--- src/logic/tpl_defines.vh ---
/*
 * Constants of the T1 test pattern and loopback code block: register offsets,
 * field positions, reset values, encodings and timing counts.
 * Assumes a single 200 MHz clock and byte-wide register access.
 */
// Summary of operation
// - ESF CRC invert flips one 6-bit group
// - CRC invert only ESF with framing enabled
// - SF/DM Fs invert flips one even F-bit
// - ESF Fs invert flips one alignment bit
// - SLC-96 Fs invert flips one sync bit
// - Ft invert flips one odd F-bit
// - Generator invert complements sent pattern
// - Receive invert complements detector input
// - Pattern select picks 15, 20, 11 sequence
// - Single error insert corrupts one bit
// - Ten errors in 48 bits lose sync
// - 48 error-free bits declare sync
// - In-sync mismatch sets sticky error flag
// - Sync change sets sticky change flag
// - Interrupt low only for enabled flags
// - Loop code sent only when enabled
// - Framed mode overwrites channels, keeps F-bit
// - Unframed mode overwrites channels and F-bits
// - Length field gives 5 to 8 bits
// - Code taken from bit 7 downward
// - F-bit skip or compare and discard
// - Detector target lengths from own fields
// - Framing disable blocks framing error insertion
// - 127 good periods detect, over 600 errors lose
// - Target MSB compared against first bit
`ifndef TPL_DEFINES_VH
`define TPL_DEFINES_VH

`define TPL_ADDR_FRAME_GEN    8'h62
`define TPL_ADDR_ERR_INSERT   8'h6F
`define TPL_ADDR_PRBS_CTRL    8'h71
`define TPL_ADDR_PRBS_STAT    8'h72
`define TPL_ADDR_PRBS_FLAGS   8'h73
`define TPL_ADDR_LCT_CTRL     8'h74
`define TPL_ADDR_LCT_CODE     8'h75
`define TPL_ADDR_LCD_CFG      8'h76

`define TPL_FG_DISABLE        0
`define TPL_FG_PRBS_INSERT    3
`define TPL_EI_FT             0
`define TPL_EI_FS             1
`define TPL_EI_CRC            2
`define TPL_PC_RX_INV         3
`define TPL_PC_TX_INV         2
`define TPL_PS_BER_EN         3
`define TPL_PS_ERR_INS        2
`define TPL_PS_IN_SYNC        1
`define TPL_PS_SYNC_EN        0
`define TPL_PF_BIT_ERR        3
`define TPL_PF_SYNC_CHG       0
`define TPL_LC_ENABLE         3
`define TPL_LC_UNFRAMED       2

`define TPL_FG_RESET          4'h0
`define TPL_LCT_CODE_RESET    8'h00
`define TPL_LCD_CFG_RESET     5'h04

`define TPL_FMT_SF            2'h0
`define TPL_FMT_ESF           2'h1
`define TPL_FMT_DM            2'h2
`define TPL_FMT_SLC           2'h3

`define TPL_FK_ODD            2'h0
`define TPL_FK_EVEN           2'h1
`define TPL_FK_CRC            2'h2
`define TPL_FK_OTHER          2'h3

`define TPL_PAT_15            2'h0
`define TPL_PAT_20            2'h1
`define TPL_PAT_11            2'h2

`define TPL_CRC_GROUP_LAST    3'h5
`define TPL_SYNC_WINDOW_LAST  6'h2F
`define TPL_SYNC_LOSS_ERRS    4'hA
`define TPL_SYNC_GOOD_BITS    6'h30

`define TPL_LCD_PERIOD_US     39800
`define TPL_CLK_PERIOD_NS     5
`define TPL_LCD_LOSS_LIMIT    10'h258
`define TPL_LCD_GOOD_PERIODS  7'h7E

`endif

--- src/logic/tpl_top.v ---
/*
 * T1 maintenance logic: framing bit error insertion, pseudo-random pattern
 * generator and detector, loopback code transmitter and two code detectors.
 * Assumes the framer supplies one-cycle bit strobes with F-bit position and
 * kind on the same clock, and software uses the strobed register port.
 */
// The strobed register port was chosen for this implementation.
`timescale 1ns/1ps
`include "tpl_defines.vh"

module tpl_top #(
    parameter PERIOD_CYC = (`TPL_LCD_PERIOD_US * 1000) / `TPL_CLK_PERIOD_NS
) (
    // Clock and reset
    input  wire       I_MCLK,
    input  wire       I_RST_N,
    // Register port
    input  wire [7:0] I_ADDR,
    input  wire [7:0] I_WDATA,
    input  wire       I_WR,
    input  wire       I_RD,
    output reg  [7:0] O_RDATA,
    // Transmit stream from the frame generator
    input  wire       I_TX_STB,
    input  wire       I_TX_DATA,
    input  wire       I_TX_FBIT,
    input  wire [1:0] I_TX_FKIND,
    input  wire       I_TX_MF_START,
    // Transmit stream to the line
    output reg        O_TX_STB,
    output reg        O_TX_DATA,
    // Receive stream from the line
    input  wire       I_RX_STB,
    input  wire       I_RX_DATA,
    input  wire       I_RX_FBIT,
    // Loopback code detector targets
    input  wire [7:0] I_ACT_CODE,
    input  wire [7:0] I_DEACT_CODE,
    // Status
    output wire       O_LOOP_ACT_DET,
    output wire       O_LOOP_DEACT_DET,
    output reg        O_INT_N
);
    localparam [22:0] PERIOD_LAST = PERIOD_CYC[22:0] - 23'h000001;

    // Feedback bit of the selected sequence; shared by generator and detector.
    function prbs_fb;
        input [19:0] s;
        input [1:0]  sel;
        begin
            case (sel)
                `TPL_PAT_15: prbs_fb = s[14] ^ s[13];
                `TPL_PAT_20: prbs_fb = s[19] ^ s[16];
                `TPL_PAT_11: prbs_fb = s[10] ^ s[8];
                default:     prbs_fb = s[14] ^ s[13];
            endcase
        end
    endfunction

    reg  [3:0]  fg_reg;
    reg  [2:0]  einv_reg;
    reg  [3:0]  pctl_reg;
    reg         ber_en_reg;
    reg         err_ins_reg;
    reg         sync_en_reg;
    reg         in_sync_reg;
    reg         ber_flag_reg;
    reg         sync_flag_reg;
    reg  [3:0]  lct_ctl_reg;
    reg  [7:0]  lct_code_reg;
    reg  [4:0]  lcd_cfg_reg;
    reg  [19:0] gen_reg;
    reg  [19:0] det_reg;
    reg  [2:0]  lc_idx_reg;
    reg         crc_run_reg;
    reg  [2:0]  crc_cnt_reg;
    reg  [5:0]  good_cnt_reg;
    reg  [5:0]  win_cnt_reg;
    reg  [3:0]  win_err_reg;
    reg  [22:0] period_reg;
    reg         tick_reg;
    reg         tx_bit_next;
    reg         ft_done;
    reg         fs_done;
    reg         crc_done;
    reg         ins_done;

    wire       frame_gen_disable      = fg_reg[`TPL_FG_DISABLE];
    wire [1:0] fmt       = fg_reg[2:1];
    wire       esf       = (fmt == `TPL_FMT_ESF);
    wire [1:0] pat_sel   = pctl_reg[1:0];
    wire       tx_pay    = I_TX_STB && !I_TX_FBIT;
    wire       gen_bit   = prbs_fb(gen_reg, pat_sel);
    wire       lc_en     = lct_ctl_reg[`TPL_LC_ENABLE];
    wire       lc_unfr   = lct_ctl_reg[`TPL_LC_UNFRAMED];
    wire       lc_use    = lc_en && I_TX_STB && (!I_TX_FBIT || lc_unfr);
    wire [2:0] lc_low    = {1'b0, 2'h3 - lct_ctl_reg[1:0]};
    wire       rx_pay    = I_RX_STB && !I_RX_FBIT;
    wire       rx_bit    = I_RX_DATA ^ pctl_reg[`TPL_PC_RX_INV];
    wire       det_err   = rx_bit ^ prbs_fb(det_reg, pat_sel);
    wire       f_ok      = I_TX_STB && I_TX_FBIT && !frame_gen_disable && !(lc_en && lc_unfr);
    wire       wr_fg     = I_WR && (I_ADDR == `TPL_ADDR_FRAME_GEN);
    wire       wr_ei     = I_WR && (I_ADDR == `TPL_ADDR_ERR_INSERT);
    wire       wr_pc     = I_WR && (I_ADDR == `TPL_ADDR_PRBS_CTRL);
    wire       wr_ps     = I_WR && (I_ADDR == `TPL_ADDR_PRBS_STAT);
    wire       wr_pf     = I_WR && (I_ADDR == `TPL_ADDR_PRBS_FLAGS);
    wire       wr_lc     = I_WR && (I_ADDR == `TPL_ADDR_LCT_CTRL);
    wire       wr_lk     = I_WR && (I_ADDR == `TPL_ADDR_LCT_CODE);
    wire       wr_ld     = I_WR && (I_ADDR == `TPL_ADDR_LCD_CFG);
    wire       crc_start = I_TX_STB && I_TX_MF_START && einv_reg[`TPL_EI_CRC]
                           && esf && !frame_gen_disable && !crc_run_reg;
    wire       crc_hit   = f_ok && esf && crc_run_reg && (I_TX_FKIND == `TPL_FK_CRC);
    wire       sync_set;
    wire       sync_clr;
    wire       ber_set   = rx_pay && in_sync_reg && det_err;

    // Transmit bit selection and one-shot error insertion on this strobe.
    always @* begin
        tx_bit_next = I_TX_DATA;
        ft_done     = 1'b0;
        fs_done     = 1'b0;
        crc_done    = 1'b0;
        ins_done    = 1'b0;
        if (tx_pay && fg_reg[`TPL_FG_PRBS_INSERT]) begin
            tx_bit_next = gen_bit ^ pctl_reg[`TPL_PC_TX_INV] ^ err_ins_reg;
            ins_done    = err_ins_reg;
        end
        if (lc_use) begin
            tx_bit_next = lct_code_reg[lc_idx_reg];
        end
        if (f_ok) begin
            if (I_TX_FKIND == `TPL_FK_ODD && !esf && einv_reg[`TPL_EI_FT]) begin
                tx_bit_next = ~I_TX_DATA;
                ft_done     = 1'b1;
            end
            // The even kind is an Fs bit in SF, DM and SLC-96, and the
            // alignment bit in ESF, so one test serves every format.
            if (I_TX_FKIND == `TPL_FK_EVEN && einv_reg[`TPL_EI_FS]) begin
                tx_bit_next = ~I_TX_DATA;
                fs_done     = 1'b1;
            end
            if (crc_hit) begin
                tx_bit_next = ~I_TX_DATA;
                crc_done    = (crc_cnt_reg == `TPL_CRC_GROUP_LAST);
            end
        end
    end

    // Transmit path, generator and loopback code sequencing.
    always @(posedge I_MCLK or negedge I_RST_N) begin
        if (!I_RST_N) begin
            O_TX_STB    <= 1'b0;
            O_TX_DATA   <= 1'b0;
            gen_reg     <= 20'h00001;
            lc_idx_reg  <= 3'h7;
            crc_run_reg <= 1'b0;
            crc_cnt_reg <= 3'h0;
        end else begin
            O_TX_STB  <= I_TX_STB;
            O_TX_DATA <= I_TX_STB ? tx_bit_next : 1'b0;
            if (tx_pay) begin
                // An all-zero state would stall the sequence, so reseed it.
                if (gen_reg == 20'h00000) begin
                    gen_reg <= 20'h00001;
                end else begin
                    gen_reg <= {gen_reg[18:0], gen_bit};
                end
            end
            if (!lc_en) begin
                lc_idx_reg <= 3'h7;
            end else if (lc_use) begin
                if (lc_idx_reg <= lc_low) begin
                    lc_idx_reg <= 3'h7;
                end else begin
                    lc_idx_reg <= lc_idx_reg - 3'h1;
                end
            end
            if (crc_start) begin
                crc_run_reg <= 1'b1;
                crc_cnt_reg <= 3'h0;
            end else if (crc_hit) begin
                crc_cnt_reg <= crc_cnt_reg + 3'h1;
                if (crc_done) begin
                    crc_run_reg <= 1'b0;
                end
            end
        end
    end

    // Pattern detector synchronisation.
    assign sync_set = !in_sync_reg && rx_pay && !det_err
                      && (good_cnt_reg == `TPL_SYNC_GOOD_BITS - 6'h01);
    assign sync_clr = in_sync_reg && rx_pay && det_err
                      && (win_err_reg == `TPL_SYNC_LOSS_ERRS - 4'h1);

    always @(posedge I_MCLK or negedge I_RST_N) begin
        if (!I_RST_N) begin
            det_reg      <= 20'h00000;
            in_sync_reg  <= 1'b0;
            good_cnt_reg <= 6'h00;
            win_cnt_reg  <= 6'h00;
            win_err_reg  <= 4'h0;
        end else if (rx_pay) begin
            det_reg <= {det_reg[18:0], rx_bit};
            if (sync_set) begin
                in_sync_reg <= 1'b1;
                win_cnt_reg <= 6'h00;
                win_err_reg <= 4'h0;
            end else if (sync_clr) begin
                in_sync_reg  <= 1'b0;
                good_cnt_reg <= 6'h00;
            end else if (in_sync_reg) begin
                if (win_cnt_reg == `TPL_SYNC_WINDOW_LAST) begin
                    win_cnt_reg <= 6'h00;
                    win_err_reg <= 4'h0;
                end else begin
                    win_cnt_reg <= win_cnt_reg + 6'h01;
                    win_err_reg <= win_err_reg + {3'h0, det_err};
                end
            end else begin
                good_cnt_reg <= det_err ? 6'h00 : good_cnt_reg + 6'h01;
            end
        end
    end

    // Loopback code detectors share one observation period divider.
    always @(posedge I_MCLK or negedge I_RST_N) begin
        if (!I_RST_N) begin
            period_reg <= 23'h000000;
            tick_reg   <= 1'b0;
        end else begin
            tick_reg <= (period_reg == PERIOD_LAST);
            if (period_reg == PERIOD_LAST) begin
                period_reg <= 23'h000000;
            end else begin
                period_reg <= period_reg + 23'h000001;
            end
        end
    end

    tpl_lcd u_act (
        .clk      (I_MCLK),
        .rst_n    (I_RST_N),
        .i_code   (I_ACT_CODE),
        .i_len    (lcd_cfg_reg[1:0]),
        .i_skip_f (lcd_cfg_reg[4]),
        .i_stb    (I_RX_STB),
        .i_data   (I_RX_DATA),
        .i_fbit   (I_RX_FBIT),
        .i_tick   (tick_reg),
        .o_det    (O_LOOP_ACT_DET)
    );

    tpl_lcd u_deact (
        .clk      (I_MCLK),
        .rst_n    (I_RST_N),
        .i_code   (I_DEACT_CODE),
        .i_len    (lcd_cfg_reg[3:2]),
        .i_skip_f (lcd_cfg_reg[4]),
        .i_stb    (I_RX_STB),
        .i_data   (I_RX_DATA),
        .i_fbit   (I_RX_FBIT),
        .i_tick   (tick_reg),
        .o_det    (O_LOOP_DEACT_DET)
    );

    // Register file. Self-clearing bits drop when their action completes;
    // a write in the same cycle is applied on top of that clear.
    always @(posedge I_MCLK or negedge I_RST_N) begin
        if (!I_RST_N) begin
            fg_reg        <= `TPL_FG_RESET;
            einv_reg      <= 3'h0;
            pctl_reg      <= 4'h0;
            ber_en_reg    <= 1'b0;
            err_ins_reg   <= 1'b0;
            sync_en_reg   <= 1'b0;
            ber_flag_reg  <= 1'b0;
            sync_flag_reg <= 1'b0;
            lct_ctl_reg   <= 4'h0;
            lct_code_reg  <= `TPL_LCT_CODE_RESET;
            lcd_cfg_reg   <= `TPL_LCD_CFG_RESET;
            O_INT_N       <= 1'b1;
        end else begin
            if (wr_fg) begin
                fg_reg <= I_WDATA[3:0];
            end
            if (wr_ei) begin
                einv_reg <= I_WDATA[2:0];
            end else begin
                einv_reg <= einv_reg & ~{crc_done, fs_done, ft_done};
            end
            if (wr_pc) begin
                pctl_reg <= I_WDATA[3:0];
            end
            if (wr_ps) begin
                ber_en_reg  <= I_WDATA[`TPL_PS_BER_EN];
                err_ins_reg <= I_WDATA[`TPL_PS_ERR_INS];
                sync_en_reg <= I_WDATA[`TPL_PS_SYNC_EN];
            end else if (ins_done) begin
                err_ins_reg <= 1'b0;
            end
            // A new event in the clearing cycle keeps its flag set.
            ber_flag_reg  <= ber_set | (ber_flag_reg &
                             ~(wr_pf & I_WDATA[`TPL_PF_BIT_ERR]));
            sync_flag_reg <= sync_set | sync_clr | (sync_flag_reg &
                             ~(wr_pf & I_WDATA[`TPL_PF_SYNC_CHG]));
            if (wr_lc) begin
                lct_ctl_reg <= I_WDATA[3:0];
            end
            if (wr_lk) begin
                lct_code_reg <= I_WDATA;
            end
            if (wr_ld) begin
                lcd_cfg_reg <= I_WDATA[4:0];
            end
            O_INT_N <= ~((ber_flag_reg & ber_en_reg) |
                         (sync_flag_reg & sync_en_reg));
        end
    end

    // Read data stands in the cycle after the read strobe only.
    always @(posedge I_MCLK or negedge I_RST_N) begin
        if (!I_RST_N) begin
            O_RDATA <= 8'h00;
        end else if (I_RD) begin
            case (I_ADDR)
                `TPL_ADDR_FRAME_GEN:  O_RDATA <= {4'h0, fg_reg};
                `TPL_ADDR_ERR_INSERT: O_RDATA <= {5'h00, einv_reg};
                `TPL_ADDR_PRBS_CTRL:  O_RDATA <= {4'h0, pctl_reg};
                `TPL_ADDR_PRBS_STAT:  O_RDATA <= {4'h0, ber_en_reg, err_ins_reg,
                                                  in_sync_reg, sync_en_reg};
                `TPL_ADDR_PRBS_FLAGS: O_RDATA <= {4'h0, ber_flag_reg, 2'h0, sync_flag_reg};
                `TPL_ADDR_LCT_CTRL:   O_RDATA <= {4'h0, lct_ctl_reg};
                `TPL_ADDR_LCT_CODE:   O_RDATA <= lct_code_reg;
                `TPL_ADDR_LCD_CFG:    O_RDATA <= {3'h0, lcd_cfg_reg};
                default:              O_RDATA <= 8'h00;
            endcase
        end else begin
            O_RDATA <= 8'h00;
        end
    end
endmodule // tpl_top

--- src/logic/tpl_lcd.v ---
/*
 * One loopback code detector: compares received bits with a target code and
 * judges the code present or lost once per observation period.
 * Assumes bit strobes and the period tick come from logic on the same clock.
 */
`timescale 1ns/1ps
`include "tpl_defines.vh"

module tpl_lcd (
    // Clock and reset
    input  wire       clk,
    input  wire       rst_n,
    // Configuration
    input  wire [7:0] i_code,
    input  wire [1:0] i_len,
    input  wire       i_skip_f,
    // Received line bits
    input  wire       i_stb,
    input  wire       i_data,
    input  wire       i_fbit,
    // Period tick and result
    input  wire       i_tick,
    output reg        o_det
);
    reg  [7:0] hist_reg;
    reg  [2:0] phase_reg;
    reg  [9:0] err_reg;
    reg  [6:0] good_reg;
    wire [2:0] low      = {1'b0, 2'h3 - i_len};
    wire [7:0] mask     = 8'hFF >> low;
    wire       use_bit  = i_stb && !(i_fbit && i_skip_f);
    wire       count_it = use_bit && !i_fbit;
    wire [7:0] hist_new = {hist_reg[6:0], i_data};
    wire       aligned  = ((hist_new ^ (i_code >> low)) & mask) == 8'h00;
    wire       miss     = count_it && (i_data != i_code[phase_reg]);

    always @(posedge clk or negedge rst_n) begin
        if (!rst_n) begin
            hist_reg  <= 8'h00;
            phase_reg <= 3'h7;
            err_reg   <= 10'h000;
            good_reg  <= 7'h00;
            o_det     <= 1'b0;
        end else begin
            if (use_bit) begin
                hist_reg <= hist_new;
                // A full code seen in the history realigns so the MSB is next.
                if (aligned || phase_reg <= low) begin
                    phase_reg <= 3'h7;
                end else begin
                    phase_reg <= phase_reg - 3'h1;
                end
            end
            if (i_tick) begin
                err_reg <= {9'h000, miss};
                if (err_reg > `TPL_LCD_LOSS_LIMIT) begin
                    good_reg <= 7'h00;
                    o_det    <= 1'b0;
                end else if (err_reg < `TPL_LCD_LOSS_LIMIT) begin
                    if (good_reg != 7'h7F) begin
                        good_reg <= good_reg + 7'h01;
                    end
                    if (good_reg >= `TPL_LCD_GOOD_PERIODS) begin
                        o_det <= 1'b1;
                    end
                end else begin
                    good_reg <= 7'h00;
                end
            end else if (miss && err_reg != 10'h3FF) begin
                err_reg <= err_reg + 10'h001;
            end
        end
    end
endmodule // tpl_lcd

--- config.mk ---
export PLATFORM = sky130hd
export DESIGN_NAME = tpl_top
export DESIGN_NICKNAME = d
export VERILOG_FILES = /design/src/logic/tpl_top.v /design/src/logic/tpl_lcd.v
export VERILOG_INCLUDE_DIRS = /design/src /design/src/logic
export SDC_FILE = /design/constraint.sdc
export NUM_CORES = 1
export LEC_CHECK = 0
export BUFFER_PORTS_ARGS = -buffer_cell sky130_fd_sc_hd__buf_2
export CORE_ASPECT_RATIO = 0.75
export CORE_MARGIN = 10
export CORE_UTILIZATION = 54
export CTS_CLUSTER_DIAMETER = 40
export DETAILED_ROUTE_END_ITERATION = 16
export GPL_ROUTABILITY_DRIVEN = 0
export HOLD_SLACK_MARGIN = 0.12
export PLACE_DENSITY_LB_ADDON = 0.2
export SETUP_SLACK_MARGIN = 0.05
export SYNTH_ARGS = -nofsm -noshare
export SYNTH_HDL_FRONTEND = slang
export SYNTH_SLANG_ARGS = --single-unit
--- constraint.sdc ---
create_clock -name I_MCLK -period 5.4 [get_ports I_MCLK]
set_input_delay 1.08 -clock I_MCLK [delete_from_list [all_inputs] [get_ports I_MCLK]]
set_output_delay 1.08 -clock I_MCLK [all_outputs]
set_load 0.005 [all_outputs]
==> impl_results.md <==
- Hold Violations, Final: 0
- Sw Share: 29.3%
- First-pass GRT wire length: 35,000 um
- Most common cell after layout, fill and taps aside: nand2_1
- Crit Path Class: primary input to flop
- Unrepaired setup endpoints after global routing: no
- Nets: 1,105
- Max FFs per register: 23
- Flop pwr share: 48.2%
- DIE HEIGHT: 135 um
- Share of the yosys chip area belonging to registers: 47.5%
- Port bufs: 57
- Sw power: 0.00103 W
- Main flop type after synthesis: dfrtp_1
- Post_cts resized: 0
- Worst slew pin tran: 0.929 ns
- Total wire length: 20,500 um
- Hold_ws: 0.465 ns
- Layout cells sized above 1: 13.8%
- ANT nets after route: 0
- HPWL Detailed: 14,600 um
- Initial antenna violation count: 0
- Core Area: 17,600 sq um
- Clock root cell: clkbuf_16
- Largest cells by area after synthesis: dfrtp_1 44%, nand2_1 6.8%, xor2_1 4.1%
- Max clock buf depth: 2
- Worst-path cell chain: buf_2 -> mux4_2 -> mux2i_1 -> mux2i_2 -> nand3_1 -> or3_1 -> a21oi_1
- Leakage power: 4.95 nW
- Inserted Clock Buffers: 17
- ANT cells: 0
- PD cells: 329 nW/um^2
- Drt drc: 0
- Final setup vio count: 0
- DR WL/cell: 15.9 um
- IO Pins: 58
- Yosys top cell by area: dfrtp_1
- Worst R2R Setup Slack: 2.42 ns
- Hold depth: 2
- H-tree Lvls: 4
- Total grt overflow: 0
- Pin count of the biggest net entering global routing: 117
- Internal: 0.00249 W
- Total number of yosys warnings: 0
- Hold Crit Class: flop to flop
- Vias in the first global route: 6,882
- Slowest CP cell: mux2i_2
- Arr. time, crit path: 3.39 ns
- VDD IR-drop max: 222 uV
- Clk network pwr share: 34.3%
- Max-slew headroom: 38.0%
- Fmax: 330 MHz
- Gate power share: 17.5%
- Syn nets: 1,051
- Worst R2R End: win_err_reg[1]
- Unique masters post-synth: 67
- Vias after detailed routing: 7,336
- Initial Util: 54.6%
- Yosys top cell area share: 44.2%
- R2R cell count: 11
- Worst setup SP type: primary input
- Area delta synth->final: 11.6%
- Full die area: 23,500 sq um
- Hold endpoint: det_reg[16]
- Synthesized flop and latch total: 181
- Final period utilization: 56.1%
- Worst Clk Skew: 0.00985 ns
- Cts hold-fix bufs: 0
- Number of enable flip-flop cells after synthesis: 0
- Async SR Flop Fraction: 100%
- # Max-Cap Violations: 0
- Crit. End Element: flop
- Hold wc startpoint: det_reg[15]
- # clock sinks: 181
- Clock-pin slew on the worst setup and hold paths: 0.07 ns
- CP required: 5.76 ns
- Row Count: 42
- CTS tree: yes
- Status: complete, no violations
- Postcts setup bufs: 0
- Max Transition Viols Final: 0
- Total track usage: 17.9%
- Syn avg cell area: 9.77 sq um
- TNS Setup: 0 ns
- Routed vias/inst: 5.69
- RR Startpoint: pctl_reg[0]
- CP Max Fanout: 9
- Post-Syn Instances: 980
- First DRT Iteration DRCs: 758
- Post-route minimum period: 3.03 ns
- Die W: 174 um
- Post-Syn Area: 9580 sq um
- Most frequent cells in the layout: 174 x nand2_1, 169 x dfrtp_1, 73 x nor2_1
- Crit-path max cell delay: 0.57 ns
- Clock Latency Late Sink: 0.44 ns
- 1st-pass router iterations: 7
-- cell usage after synthesis (13+ instances only) --
library cell  number
clkbuf_1          23
nor2b_1           13
and3_1            18
mux2_2            23
inv_1             39
dfrtp_1          169
nor3_1            16
o21ai_0           45
nand3_1           37
xor2_1            45
xnor2_1           24
a31oi_1           15
nand4_1           22
ha_1              26
nand2_1          174
mux2i_1           22
nor2_1            73
a21oi_1           25
-- power groups by stage --
stage | combinational [W] | sequential, W | clock (W)
floorplan | 0.000468 | 0.00166 | 0
global placement | 0.000595 | 0.00171 | 0
detailed placement | 0.000616 | 0.00171 | 0
CTS | 0.000620 | 0.00169 | 0.00123
global route | 0.000700 | 0.00172 | 0.00130
finish | 0.000616 | 0.00169 | 0.00121
-- metrics by stage --
| stage | utilization [%] | cells | worst slack, ns | instance area (sq um) | power, W |
|---|---|---|---|---|---|
| global placement | 57.6 | 1257 | 1.96 | 10100 | 0.00230 |
| global route | 60.9 | 1289 | 2.11 | 10700 | 0.00372 |
| CTS | 60.9 | 1289 | 2.39 | 10700 | 0.00354 |
| detailed placement | 57.6 | 1257 | 1.91 | 10100 | 0.00233 |
| finish | 60.9 | 1289 | 2.37 | 10700 | 0.00352 |
| floorplan | - | 980 | 2.48 | 9580 | 0.00213 |
-- critical path, delay by kind of cell --
kind,cells,cell delay [ns]
muxes,3,1.50
and+or+nand+nor,2,0.55
AOI/OAI and AO/OA,1,0.14
buffers and inverters,1,0.12
-- cell families after synthesis --
logic type | share of synthesized area (%)
AND/OR/NAND/NOR | 20.5
flip-flops | 47.5
AO/OA/AOI/OAI | 11.7
XOR/XNOR | 6.31
buffers and inverters | 2.78
multiplexers | 7.85
adder cells (fa/ha/maj) | 3.40
-- how the worst max path moves through the flow --
stage,start,to,slack [ns],cells past startpoint
5_1_grt,pctl_reg[0],win_err_reg[3],2.11,12
6_report,I_ACT_CODE[3],u_act.err_reg[9],2.37,7
3_3_place_gp,I_ACT_CODE[3],u_act.err_reg[9],1.96,7
2_1_floorplan,I_ACT_CODE[3],u_act.err_reg[9],2.48,6
4_1_cts,I_ACT_CODE[3],u_act.err_reg[9],2.39,7
3_5_place_dp,I_ACT_CODE[3],u_act.err_reg[9],1.91,7
-- per-layer routing --
layer  vias to the layer above  GRT usage, %  routed length, um
met2                       165          25.6               8780
met3                        16          3.84                923
li1                       3602             -                  -
met5                         -             0                  0
met4                         0          5.02                209
met1                      3553          26.7              10500
-- layout make-up --
| cell class | instances | area [sq um] |
|---|---|---|
| fill | 1502 | 6870 |
| multi-input combinational | 731 | 4770 |
| sequential | 181 | 4540 |
| clock buffer | 23 | 478 |
| timing repair buffer | 64 | 347 |
| tap | 242 | 303 |
| inverter | 39 | 146 |
| clock inverter | 9 | 93.8 |
Power figures use the tool's default switching activity.
